## config.mk

```make
export PLATFORM = sky130hd
export DESIGN_NAME = nmp_top
export DESIGN_NICKNAME = d
export VERILOG_FILES = /design/src/nmp_pkg.sv /design/src/nmp_pri_store.sv /design/src/nmp_top.sv
export SDC_FILE = /design/constraint.sdc
export NUM_CORES = 1
export LEC_CHECK = 0
export CELL_PAD_IN_SITES_DETAIL_PLACEMENT = 2
export CELL_PAD_IN_SITES_GLOBAL_PLACEMENT = 2
export CORE_UTILIZATION = 30
export DETAILED_ROUTE_END_ITERATION = 12
export DONT_BUFFER_PORTS = 1
export PLACE_DENSITY = 0.64
export SYNTH_ARGS = -nofsm -noshare
export SYNTH_HDL_FRONTEND = slang
export SYNTH_SLANG_ARGS = --single-unit
```

## constraint.sdc

```tcl
create_clock -name sys_clk -period 73.2 [get_ports sys_clk]
set_clock_uncertainty 0.1 [all_clocks]
set_input_delay 14.64 -clock sys_clk [delete_from_list [all_inputs] [get_ports sys_clk]]
set_output_delay 14.64 -clock sys_clk [all_outputs]
set_load 0.1 [all_outputs]
```

## src/nmp_pkg.sv

```systemverilog
// Summary of operation
// - nmi detection sets latched flag
// - only software write of zero clears flag
// - flag never gates the nmi request
// - nmi accept drops request, keeps flag
// - flag clear leaves pending nmi intact
// - block levels at or below user mask
// - user mask maximum blocks all but nmi
// - forward needs mask bit clear, above cpu
// - acceptance never alters user mask level
// - reset clears user mask register
// - user mask alone in own page
// - five-bit priority per module source
// - priority values zero and one mask
// - reset clears all priority registers
// - unmasked status shows raw conditions
// - masked status shows only unmasked sources
// - masked modules never reach the cpu
// - reset sets module mask all ones
// - mask clear write ones, reads zero
// - nmi sits at level sixteen
package nmp_pkg;
    // bus and array sizes
    localparam int ADDR_W = 17;
    localparam int DATA_W = 32;
    localparam int NUM_SRC = 32;
    localparam int PRI_WORDS = 8;
    localparam int PRI_IDX_W = 3;
    localparam int SRC_IDX_W = 5;
    localparam int PRI_W = 5;
    localparam int LVL_W = 4;
    // byte offsets; user mask alone in the upper 64 kbyte page
    localparam logic [ADDR_W-1:0] OFS_NMI_FLAG = 17'h0_0000;
    localparam logic [ADDR_W-1:0] OFS_PRI_BASE = 17'h0_0040;
    localparam logic [ADDR_W-1:0] OFS_SRC_UNM = 17'h0_0060;
    localparam logic [ADDR_W-1:0] OFS_SRC_MSK = 17'h0_0064;
    localparam logic [ADDR_W-1:0] OFS_MOD_MASK = 17'h0_0068;
    localparam logic [ADDR_W-1:0] OFS_MASK_CLR = 17'h0_006c;
    localparam logic [ADDR_W-1:0] OFS_USER_MASK = 17'h1_0000;
    localparam int PRI_IDX_LSB = 2;
    localparam int PRI_BLK_LSB = 5;
    // field positions
    localparam int NMI_FL_BIT = 0;
    localparam int UMASK_LSB = 4;
    localparam int KEY_LSB = 24;
    localparam logic [7:0] WR_KEY = 8'ha5;
    localparam int SRC_STRIDE = 8;
    // reset values
    localparam logic [LVL_W-1:0] RST_UMASK = 4'h0;
    localparam logic [DATA_W-1:0] RST_MOD_MASK = 32'hffff_ffff;
    localparam logic [DATA_W-1:0] RST_PRI = 32'h0000_0000;
    localparam logic [PRI_W-1:0] PRI_MASK_MAX = 5'h01;
    // axi responses
    localparam logic [1:0] RESP_OKAY = 2'h0;
    localparam logic [1:0] RESP_DECERR = 2'h3;
    // register selection
    typedef enum logic [2:0] {
        SEL_NONE, SEL_NMI, SEL_UMASK, SEL_PRI, SEL_UNM, SEL_MSK, SEL_MMASK, SEL_MCLR
    } nmp_sel_t;
    // read channel states
    typedef enum logic [2:0] {
        RD_IDLE = 3'b001,
        RD_FETCH = 3'b010,
        RD_RESP = 3'b100
    } nmp_rd_t;
    // address to register, aligned words only
    function automatic nmp_sel_t nmp_decode(input logic [ADDR_W-1:0] a);
        nmp_sel_t s;
        s = SEL_NONE;
        if (a[1:0] == 2'h0) begin
            if (a == OFS_USER_MASK) s = SEL_UMASK;
            else if (a == OFS_NMI_FLAG) s = SEL_NMI;
            else if (a[ADDR_W-1:PRI_BLK_LSB] == OFS_PRI_BASE[ADDR_W-1:PRI_BLK_LSB]) s = SEL_PRI;
            else if (a == OFS_SRC_UNM) s = SEL_UNM;
            else if (a == OFS_SRC_MSK) s = SEL_MSK;
            else if (a == OFS_MOD_MASK) s = SEL_MMASK;
            else if (a == OFS_MASK_CLR) s = SEL_MCLR;
        end
        return s;
    endfunction
    // byte strobes widened to bits
    function automatic logic [DATA_W-1:0] nmp_strb_bits(input logic [3:0] strb);
        return {{8{strb[3]}}, {8{strb[2]}}, {8{strb[1]}}, {8{strb[0]}}};
    endfunction
    // strobed merge of write data
    function automatic logic [DATA_W-1:0] nmp_merge(input logic [DATA_W-1:0] old,
        input logic [DATA_W-1:0] dat, input logic [3:0] strb);
        return (old & ~nmp_strb_bits(strb)) | (dat & nmp_strb_bits(strb));
    endfunction
    // priority field of source i
    function automatic logic [PRI_W-1:0] nmp_pri_of(input logic [PRI_WORDS*DATA_W-1:0] w,
        input int i);
        return w[i*SRC_STRIDE +: PRI_W];
    endfunction
endpackage

```

## src/nmp_pri_store.sv

```systemverilog
// priority word store with registered read
module nmp_pri_store
    import nmp_pkg::*;
#(
    parameter int WORDS = PRI_WORDS,
    parameter int IDX_W = PRI_IDX_W
) (
    input wire logic sys_clk,
    input wire logic srst,
    input wire logic wr_en,
    input wire logic [IDX_W-1:0] wr_idx,
    input wire logic [DATA_W-1:0] wr_data,
    input wire logic [3:0] wr_strb,
    input wire logic [IDX_W-1:0] rd_idx,
    output logic [DATA_W-1:0] rd_data,
    output logic [WORDS*DATA_W-1:0] all_words
);
    // whole store state
    typedef struct packed {
        logic [WORDS-1:0][DATA_W-1:0] mem; // priority words
        logic [DATA_W-1:0] rd_data; // read register
    } nmp_store_t;
    nmp_store_t st_ff;
    nmp_store_t nxt_st;

    // strobed write, read capture
    always_comb begin
        nxt_st = st_ff;
        if (wr_en) begin
            nxt_st.mem[wr_idx] = nmp_merge(st_ff.mem[wr_idx], wr_data, wr_strb);
        end
        nxt_st.rd_data = st_ff.mem[rd_idx];
    end

    // registers, all words cleared at reset
    always_ff @(posedge sys_clk) begin
        if (srst) begin
            st_ff.mem <= {WORDS{RST_PRI}};
            st_ff.rd_data <= '0;
        end else begin
            st_ff <= nxt_st;
        end
    end

    assign rd_data = st_ff.rd_data;
    assign all_words = st_ff.mem;
endmodule

```

## src/nmp_top.sv

```systemverilog
// nmi flag, user mask level, module priority and masking
//
// Our own choices: the AXI4-Lite slave port and the register offsets.
module nmp_top
    import nmp_pkg::*;
(
    input wire logic sys_clk,
    input wire logic srst,
    // axi4-lite slave
    input wire logic [ADDR_W-1:0] s_axi_awaddr,
    input wire logic s_axi_awvalid,
    output logic s_axi_awready,
    input wire logic [DATA_W-1:0] s_axi_wdata,
    input wire logic [3:0] s_axi_wstrb,
    input wire logic s_axi_wvalid,
    output logic s_axi_wready,
    output logic [1:0] s_axi_bresp,
    output logic s_axi_bvalid,
    input wire logic s_axi_bready,
    input wire logic [ADDR_W-1:0] s_axi_araddr,
    input wire logic s_axi_arvalid,
    output logic s_axi_arready,
    output logic [DATA_W-1:0] s_axi_rdata,
    output logic [1:0] s_axi_rresp,
    output logic s_axi_rvalid,
    input wire logic s_axi_rready,
    // interrupt sources and cpu side
    input wire logic nmi_detect,
    input wire logic [NUM_SRC-1:0] src_req,
    input wire logic [LVL_W-1:0] cpu_mask_level,
    input wire logic cpu_nmi_ack,
    input wire logic cpu_irq_ack,
    output logic nmi_req,
    output logic irq_req,
    output logic [PRI_W-1:0] irq_level,
    output logic [SRC_IDX_W-1:0] irq_src
);
    // whole block state
    typedef struct packed {
        logic aw_got; // write address held
        logic [ADDR_W-1:0] aw_addr;
        logic w_got; // write data held
        logic [DATA_W-1:0] w_data;
        logic [3:0] w_strb;
        logic bvalid; // write response pending
        logic [1:0] bresp;
        nmp_rd_t rd_st; // read channel state
        logic [ADDR_W-1:0] ar_addr;
        logic [DATA_W-1:0] rdata;
        logic [1:0] rresp;
        logic nmi_flag; // latched nmi flag
        logic nmi_pend; // nmi request to cpu
        logic [LVL_W-1:0] umask; // user mask level field
        logic [NUM_SRC-1:0] mod_mask; // module mask
        logic irq_req; // forwarded request
        logic [PRI_W-1:0] irq_level;
        logic [SRC_IDX_W-1:0] irq_src;
    } nmp_state_t;
    nmp_state_t st_ff;
    nmp_state_t nxt_st;

    // decode and strobes
    logic do_wr; // both write halves held
    nmp_sel_t wsel; // write target
    nmp_sel_t rsel; // read target
    logic flag_clr_wr; // software clears nmi flag
    logic key_wr; // keyed user mask write
    logic pri_wr; // priority word write
    logic [DATA_W-1:0] pri_rd; // priority word read data
    logic [PRI_WORDS*DATA_W-1:0] pri_words; // all priority fields
    // arbitration
    logic cand_valid;
    logic [PRI_W-1:0] cand_pri;
    logic [SRC_IDX_W-1:0] cand_src;
    logic [PRI_W-1:0] p;

    assign do_wr = st_ff.aw_got && st_ff.w_got;
    assign wsel = nmp_decode(st_ff.aw_addr);
    assign rsel = nmp_decode(st_ff.ar_addr);
    assign pri_wr = do_wr && (wsel == SEL_PRI);
    // zero in the flag bit clears, one is ignored
    assign flag_clr_wr = do_wr && (wsel == SEL_NMI) && st_ff.w_strb[0]
        && !st_ff.w_data[NMI_FL_BIT];
    // key byte and field byte both present and key matches
    assign key_wr = do_wr && (wsel == SEL_UMASK) && st_ff.w_strb[3] && st_ff.w_strb[0]
        && (st_ff.w_data[KEY_LSB +: 8] == WR_KEY);

    // handshake outputs
    assign s_axi_awready = !st_ff.aw_got && !st_ff.bvalid;
    assign s_axi_wready = !st_ff.w_got && !st_ff.bvalid;
    assign s_axi_arready = (st_ff.rd_st == RD_IDLE);
    assign s_axi_bvalid = st_ff.bvalid;
    assign s_axi_bresp = st_ff.bresp;
    assign s_axi_rvalid = (st_ff.rd_st == RD_RESP);
    assign s_axi_rdata = st_ff.rdata;
    assign s_axi_rresp = st_ff.rresp;
    assign nmi_req = st_ff.nmi_pend;
    assign irq_req = st_ff.irq_req;
    assign irq_level = st_ff.irq_level;
    assign irq_src = st_ff.irq_src;

    // priority words, read at the address handshake
    nmp_pri_store #(
        .WORDS(PRI_WORDS),
        .IDX_W(PRI_IDX_W)
    ) u_store (
        .sys_clk(sys_clk),
        .srst(srst),
        .wr_en(pri_wr),
        .wr_idx(st_ff.aw_addr[PRI_IDX_LSB +: PRI_IDX_W]),
        .wr_data(st_ff.w_data),
        .wr_strb(st_ff.w_strb),
        .rd_idx(s_axi_araddr[PRI_IDX_LSB +: PRI_IDX_W]),
        .rd_data(pri_rd),
        .all_words(pri_words)
    );

    // pick highest unmasked source above both mask levels
    always_comb begin
        cand_valid = 1'b0;
        cand_pri = '0;
        cand_src = '0;
        p = '0;
        for (int i = 0; i < NUM_SRC; i++) begin
            p = nmp_pri_of(pri_words, i);
            if (src_req[i] && !st_ff.mod_mask[i]
                && (p > PRI_MASK_MAX)
                && (p[PRI_W-1:1] > st_ff.umask)
                && (p[PRI_W-1:1] > cpu_mask_level)
                && (!cand_valid || (p > cand_pri))) begin
                cand_valid = 1'b1;
                cand_pri = p;
                cand_src = SRC_IDX_W'(i);
            end
        end
    end

    // next state
    always_comb begin
        nxt_st = st_ff;
        // write address and data, either order
        if (s_axi_awvalid && s_axi_awready) begin
            nxt_st.aw_got = 1'b1;
            nxt_st.aw_addr = s_axi_awaddr;
        end
        if (s_axi_wvalid && s_axi_wready) begin
            nxt_st.w_got = 1'b1;
            nxt_st.w_data = s_axi_wdata;
            nxt_st.w_strb = s_axi_wstrb;
        end
        // perform the write and raise the response
        if (do_wr) begin
            nxt_st.aw_got = 1'b0;
            nxt_st.w_got = 1'b0;
            nxt_st.bvalid = 1'b1;
            nxt_st.bresp = (wsel == SEL_NONE) ? RESP_DECERR : RESP_OKAY;
            case (wsel)
                SEL_MMASK: begin
                    nxt_st.mod_mask = nmp_merge(st_ff.mod_mask, st_ff.w_data, st_ff.w_strb);
                end
                SEL_MCLR: begin
                    // ones clear mask bits, zeros do nothing
                    nxt_st.mod_mask = st_ff.mod_mask
                        & ~(st_ff.w_data & nmp_strb_bits(st_ff.w_strb));
                end
                default: begin
                end
            endcase
        end else if (st_ff.bvalid && s_axi_bready) begin
            nxt_st.bvalid = 1'b0;
        end
        // user mask changes only by a keyed write
        if (key_wr) begin
            nxt_st.umask = st_ff.w_data[UMASK_LSB +: LVL_W];
        end
        // read channel
        case (st_ff.rd_st)
            RD_IDLE: begin
                if (s_axi_arvalid) begin
                    nxt_st.ar_addr = s_axi_araddr;
                    nxt_st.rd_st = RD_FETCH;
                end
            end
            RD_FETCH: begin
                nxt_st.rd_st = RD_RESP;
                nxt_st.rresp = (rsel == SEL_NONE) ? RESP_DECERR : RESP_OKAY;
                nxt_st.rdata = '0;
                case (rsel)
                    SEL_NMI: nxt_st.rdata[NMI_FL_BIT] = st_ff.nmi_flag;
                    SEL_UMASK: nxt_st.rdata[UMASK_LSB +: LVL_W] = st_ff.umask;
                    SEL_PRI: nxt_st.rdata = pri_rd;
                    SEL_UNM: nxt_st.rdata = src_req;
                    SEL_MSK: nxt_st.rdata = src_req & ~st_ff.mod_mask;
                    SEL_MMASK: nxt_st.rdata = st_ff.mod_mask;
                    default: nxt_st.rdata = '0;
                endcase
            end
            RD_RESP: begin
                if (s_axi_rready) begin
                    nxt_st.rd_st = RD_IDLE;
                end
            end
            default: begin
                nxt_st.rd_st = RD_IDLE;
            end
        endcase
        // nmi flag: detection wins over a clearing write
        if (flag_clr_wr) begin
            nxt_st.nmi_flag = 1'b0;
        end
        if (nmi_detect) begin
            nxt_st.nmi_flag = 1'b1;
        end
        // nmi request, independent of the flag
        if (cpu_nmi_ack) begin
            nxt_st.nmi_pend = 1'b0;
        end
        if (nmi_detect) begin
            nxt_st.nmi_pend = 1'b1;
        end
        // registered maskable request
        nxt_st.irq_req = cand_valid;
        nxt_st.irq_level = cand_pri;
        nxt_st.irq_src = cand_src;
    end

    // state register with reset values
    always_ff @(posedge sys_clk) begin
        if (srst) begin
            st_ff <= '0;
            st_ff.rd_st <= RD_IDLE;
            st_ff.umask <= RST_UMASK;
            st_ff.mod_mask <= RST_MOD_MASK;
        end else begin
            st_ff <= nxt_st;
        end
    end
endmodule

```

==> impl_summary.md <==
Run status
The flow ran to the end, but the final reports show violations. The final reports fail on max-slew violations.

Clock network
The CTS tree is built. The root buffer cell chosen for the clock tree is sky130_fd_sc_hd__clkbuf_16. The sink count of the clock tree is about 450.

The CTS buffer count is between 50 and 60. After clock tree synthesis, the flow added hold-fix buffers numbering 0. The number of H-tree branching levels is 2. The later pin in the worst-skew pair is clocked with a latency of 0.69 ns. After clock tree synthesis, the clock-pin slew on the worst setup and hold paths is roughly 0.06 ns.

The longest clock path from root to sink contains 3 buffers.

Yosys
After synthesis the netlist holds a flip-flop and latch count of approximately 450. The mean instance size in the synthesized netlist is ~7.9 um2. The total standard cell area after synthesis is ~35000 um2. The count of distinct cell types in the synthesized netlist is ~120. Of the synthesized area, sequential elements account for 0.256. The most instantiated flip-flop cell in the synthesis netlist is sky130_fd_sc_hd__dfxtp_1.

Ranked by total cell area, the synthesized netlist is headed by sky130_fd_sc_hd__dfxtp_1 26%, sky130_fd_sc_hd__ha_1 14%, sky130_fd_sc_hd__a21oi_1 8.4%. The share of async-settable or async-resettable flops after synthesis is 0. The cell type contributing the most total cell area after synthesis is sky130_fd_sc_hd__dfxtp_1. Counting every net in the synthesized netlist gives 4902. Of the post-synthesis cell area, the dominant cell type holds 0.256. The Yosys step of the flow raised 0 warnings. The cell count after synthesis is between 4000 and 5000. The count of flip-flops with a built-in enable after synthesis is 0.

Timing
The aggregate negative setup slack is 0 ns. The final-layout worst hold slack is approximately 0.35 ns. Based on the critical path, the design can be clocked at up to approximately 14 MHz. The count of pins over their slew limit is 160. The worst slew slack as a fraction of its limit is -0.172. The post-route minimum period is ~70 ns. The total setup violations reported at the end of the flow is 0. In the finished design, the share of the clock period the worst path needs comes to 0.954. The final-report hold violation count is 0. The actual slew at the worst max-slew pin is 1.76 ns.

Critical path
The startpoint identified for the worst register-to-register timing path is st_ff[46]. The stage delay of the slowest cell on the critical path is 0.49 ns. The capturing element type of the critical path is a flip-flop. The launching element type of the critical path is an input port.

The endpoint identified for the worst register-to-register timing path is irq_src[3]. Of all nets on the critical path, the largest fanout is 9. The category of the critical setup timing path is in2reg.

The number of cell instances on the worst register-to-register path is between 300 and 400. The arrival time at the worst endpoint is 70.22 ns. For this design, the slowest cell found on the critical path is sky130_fd_sc_hd__or3b_2.

The internal reg-to-reg setup slack is 16.43 ns. By instance count, the cell type seen most on the critical path is sky130_fd_sc_hd__ha_1. The required time at the worst-slack endpoint is 73.56 ns.

Final layout
Summing all flip-flop and latch instances after layout gives between 8000 and 9000 um2. The net count reported at finish is ~5000. The area used by multi-input combinational logic is roughly 25000 um2. The fill cell instance count of the final layout is approximately 13000. Measured on the finished design, the core utilization comes to 0.351. Of the cells placed in the final design, the portion with a size suffix greater than 1 is 0.165. The total non-filler cell area in the finished layout is approximately 40000 um2. From synthesis to final layout, the design area changed by 15.4%.

Global route
The most crowded layer after global routing is met2. For this run, global-route usage on met2 was measured as 0.455. In the global route stage, met3 resource usage came out at 0.0284. The met1 usage in global routing is 0.349. The leftover overflow at the end of global routing is 0. For this run, the total global-route usage over all layers was measured as 0.265.

The initial antenna violation count is 3. The first global-routing pass estimated 234000 um of wire. The maximum number of pins on one net before global-route repair is approximately 450.

The via count of the first global-routing pass was between 30000 and 40000.

Power
Power comes to roughly 580 uW. For this design the total switching power over the nets is 151 uW. In this run the power density over the cells is between 10 and 15 nW/um2. The proportion of total power due to net switching is 0.262. The maximum VDD drop is roughly 0.000015 V.

The part of the power in the clock network is 0.504. The share of total power dissipated in combinational logic is 0.058. In this run the static leakage power is roughly 15 nW.

The internal power of the cells totals 426 uW. The register share of total power is 0.438.

Worst hold path
The hold path startpoint is st_ff[157]. The cell count of the worst hold path is 2. The path category of the worst min-delay check is reg2reg. For hold timing, the worst endpoint is st_ff[157].

Route
The detail route stage leaves a number of antenna-violating nets equal to 0. The remaining design rule violation count is 0. In the final routed layout, each cell accounts on average for about 26 um. The detailed-route via count is about 34000. Summed over all layers, the routed wires come to 159000 um. The via count normalized by instance count is 5.71. The number of detailed-route iterations in the first pass is 5. In this run, the number of DRC markers left after iteration 0 of detailed routing was slightly below 2000.

Floorplan
The chip width is 343 um. about 170 I/O pins were placed. The die outline area is approximately 120000 um2. For this configuration, the core starts out at a cell density of 0.304. The standard cell core area is roughly 110000 um2. The floorplan has between 100 and 150 rows.

The height of the chip is approximately 340 um.

Run
The max-capacitance violation count is 0.

Place
The weighted congestion at the end of routability-driven global placement is about 0.85. The post-DP HPWL is roughly 120000 um. The placed standard-cell area is 37600 um2. The number of buffers added on ports is 0.
[timing repair]
action / 4_1_cts / 5_1_grt
setup buffers: 2 / 31
gates cloned: 0 / 0
endpoints found under the hold margin: 0 / 0
endpoints found under the setup margin: 10 / 10
pin swaps: 2 / 41
resized for setup: 7 / 143
[registers in the layout, indices dropped and copies added (netlist names), named ones only]
| register | count |
|---|---|
| u_store.all_words | 256 |
| st_ff | 80 |
| s_axi_rdata | 32 |
| u_store.rd_data | 32 |
| irq_level | 5 |
| irq_src | 5 |
| irq_req | 1 |
| nmi_req | 1 |
| s_axi_bresp | 1 |
| s_axi_bvalid | 1 |
| s_axi_rresp | 1 |
[cell usage in the layout (no fill, tap or decap), types with 46 or more instances in the layout]
master                        n
sky130_fd_sc_hd__clkbuf_16   60
sky130_fd_sc_hd__nand2b_1    76
sky130_fd_sc_hd__mux2i_1     92
sky130_fd_sc_hd__ha_1       385
sky130_fd_sc_hd__buf_4      270
sky130_fd_sc_hd__inv_1      193
sky130_fd_sc_hd__nor2_1     523
sky130_fd_sc_hd__mux2_2      48
sky130_fd_sc_hd__mux4_2     128
sky130_fd_sc_hd__o21a_1      49
sky130_fd_sc_hd__nand3_1     46
sky130_fd_sc_hd__nor2b_1     88
sky130_fd_sc_hd__dfxtp_1    441
sky130_fd_sc_hd__a21oi_1    569
sky130_fd_sc_hd__o21ai_0    206
sky130_fd_sc_hd__nand4_1     54
sky130_fd_sc_hd__nand2_1    592
[per-stage QoR]
stage	setup WS, ns	cells
finish	3.34	6023
floorplan	2.87	4397
global route	-0.259	6022
CTS	0.0536	5991
detailed placement	-1.14	5886
global placement	0.102	5886
[area by class of cell]
type,instances,share of cell area
Multi-Input combinational cell,3485,0.612
Sequential cell,447,0.222
Timing Repair Buffer,276,0.0527
Tap cell,1512,0.0469
Clock buffer,81,0.0419
Inverter,199,0.0187
Clock inverter,22,0.00565
Antenna cell,1,0.0000621
[logic make-up (layout without fill, tap and decap cells)]
logic type | count (synthesis) | count (layout) | share of synthesized area
xor+xnor | 10 | 10 | 0.00251
buf+inv | 465 | 578 | 0.0555
flops | 447 | 447 | 0.256
mux | 285 | 285 | 0.130
other cells | 0 | 1 | 0
compound gates | 1162 | 1162 | 0.202
simple gates | 1636 | 1636 | 0.213
fa+ha+maj | 392 | 392 | 0.140
[layer usage]
layer  routed length [um]  part of all wire  vias up
met1                72100              0.45    17700
li1                     -                 -    15900
met3                 6390             0.040      177
met4                 4560             0.029        0
met2                75800              0.48      648
met5                    0                 0        -
[worst max-delay path: cells and delay by family]
family / cells / cell delay, ns
muxes: 27 / 7.21
adders and majority gates: 34 / 9.17
buffers and inverters: 40 / 4.31
AOI/OAI and AO/OA: 127 / 21.84
and+or+nand+nor: 89 / 13.04
[worst max-delay path by stage]
stage | from | end | slack (ns) | cells past startpoint
floorplan | cpu_mask_level[3] | irq_src[4] | 2.87 | 320
global placement | cpu_mask_level[3] | irq_src[3] | 0.10 | 313
detailed placement | cpu_mask_level[1] | irq_src[3] | -1.14 | 314
CTS | cpu_mask_level[1] | irq_src[3] | 0.05 | 316
global route | cpu_mask_level[1] | irq_src[3] | -0.26 | 327
finish | cpu_mask_level[1] | irq_src[3] | 3.34 | 317
[cell usage after synthesis (all sizes together) (69+ instances only)]
master and count:
dfxtp 447, clkbuf 197, ha 389, nand2 601, o21ai 244, nor2 538
a21oi 592, mux2i 103, buf 69, nor2b 88, nand2b 76, inv 199
mux4 128
[power by group through the flow]
stage               logic [mW]  registers, mW  clock network [mW]
global placement        0.0327          0.258                   0
global route            0.0367          0.253               0.306
CTS                     0.0339          0.253               0.298
finish                  0.0337          0.253               0.291
detailed placement      0.0337          0.258                   0
floorplan               0.0297          0.254                   0
(Power assumes the default switching activity.)
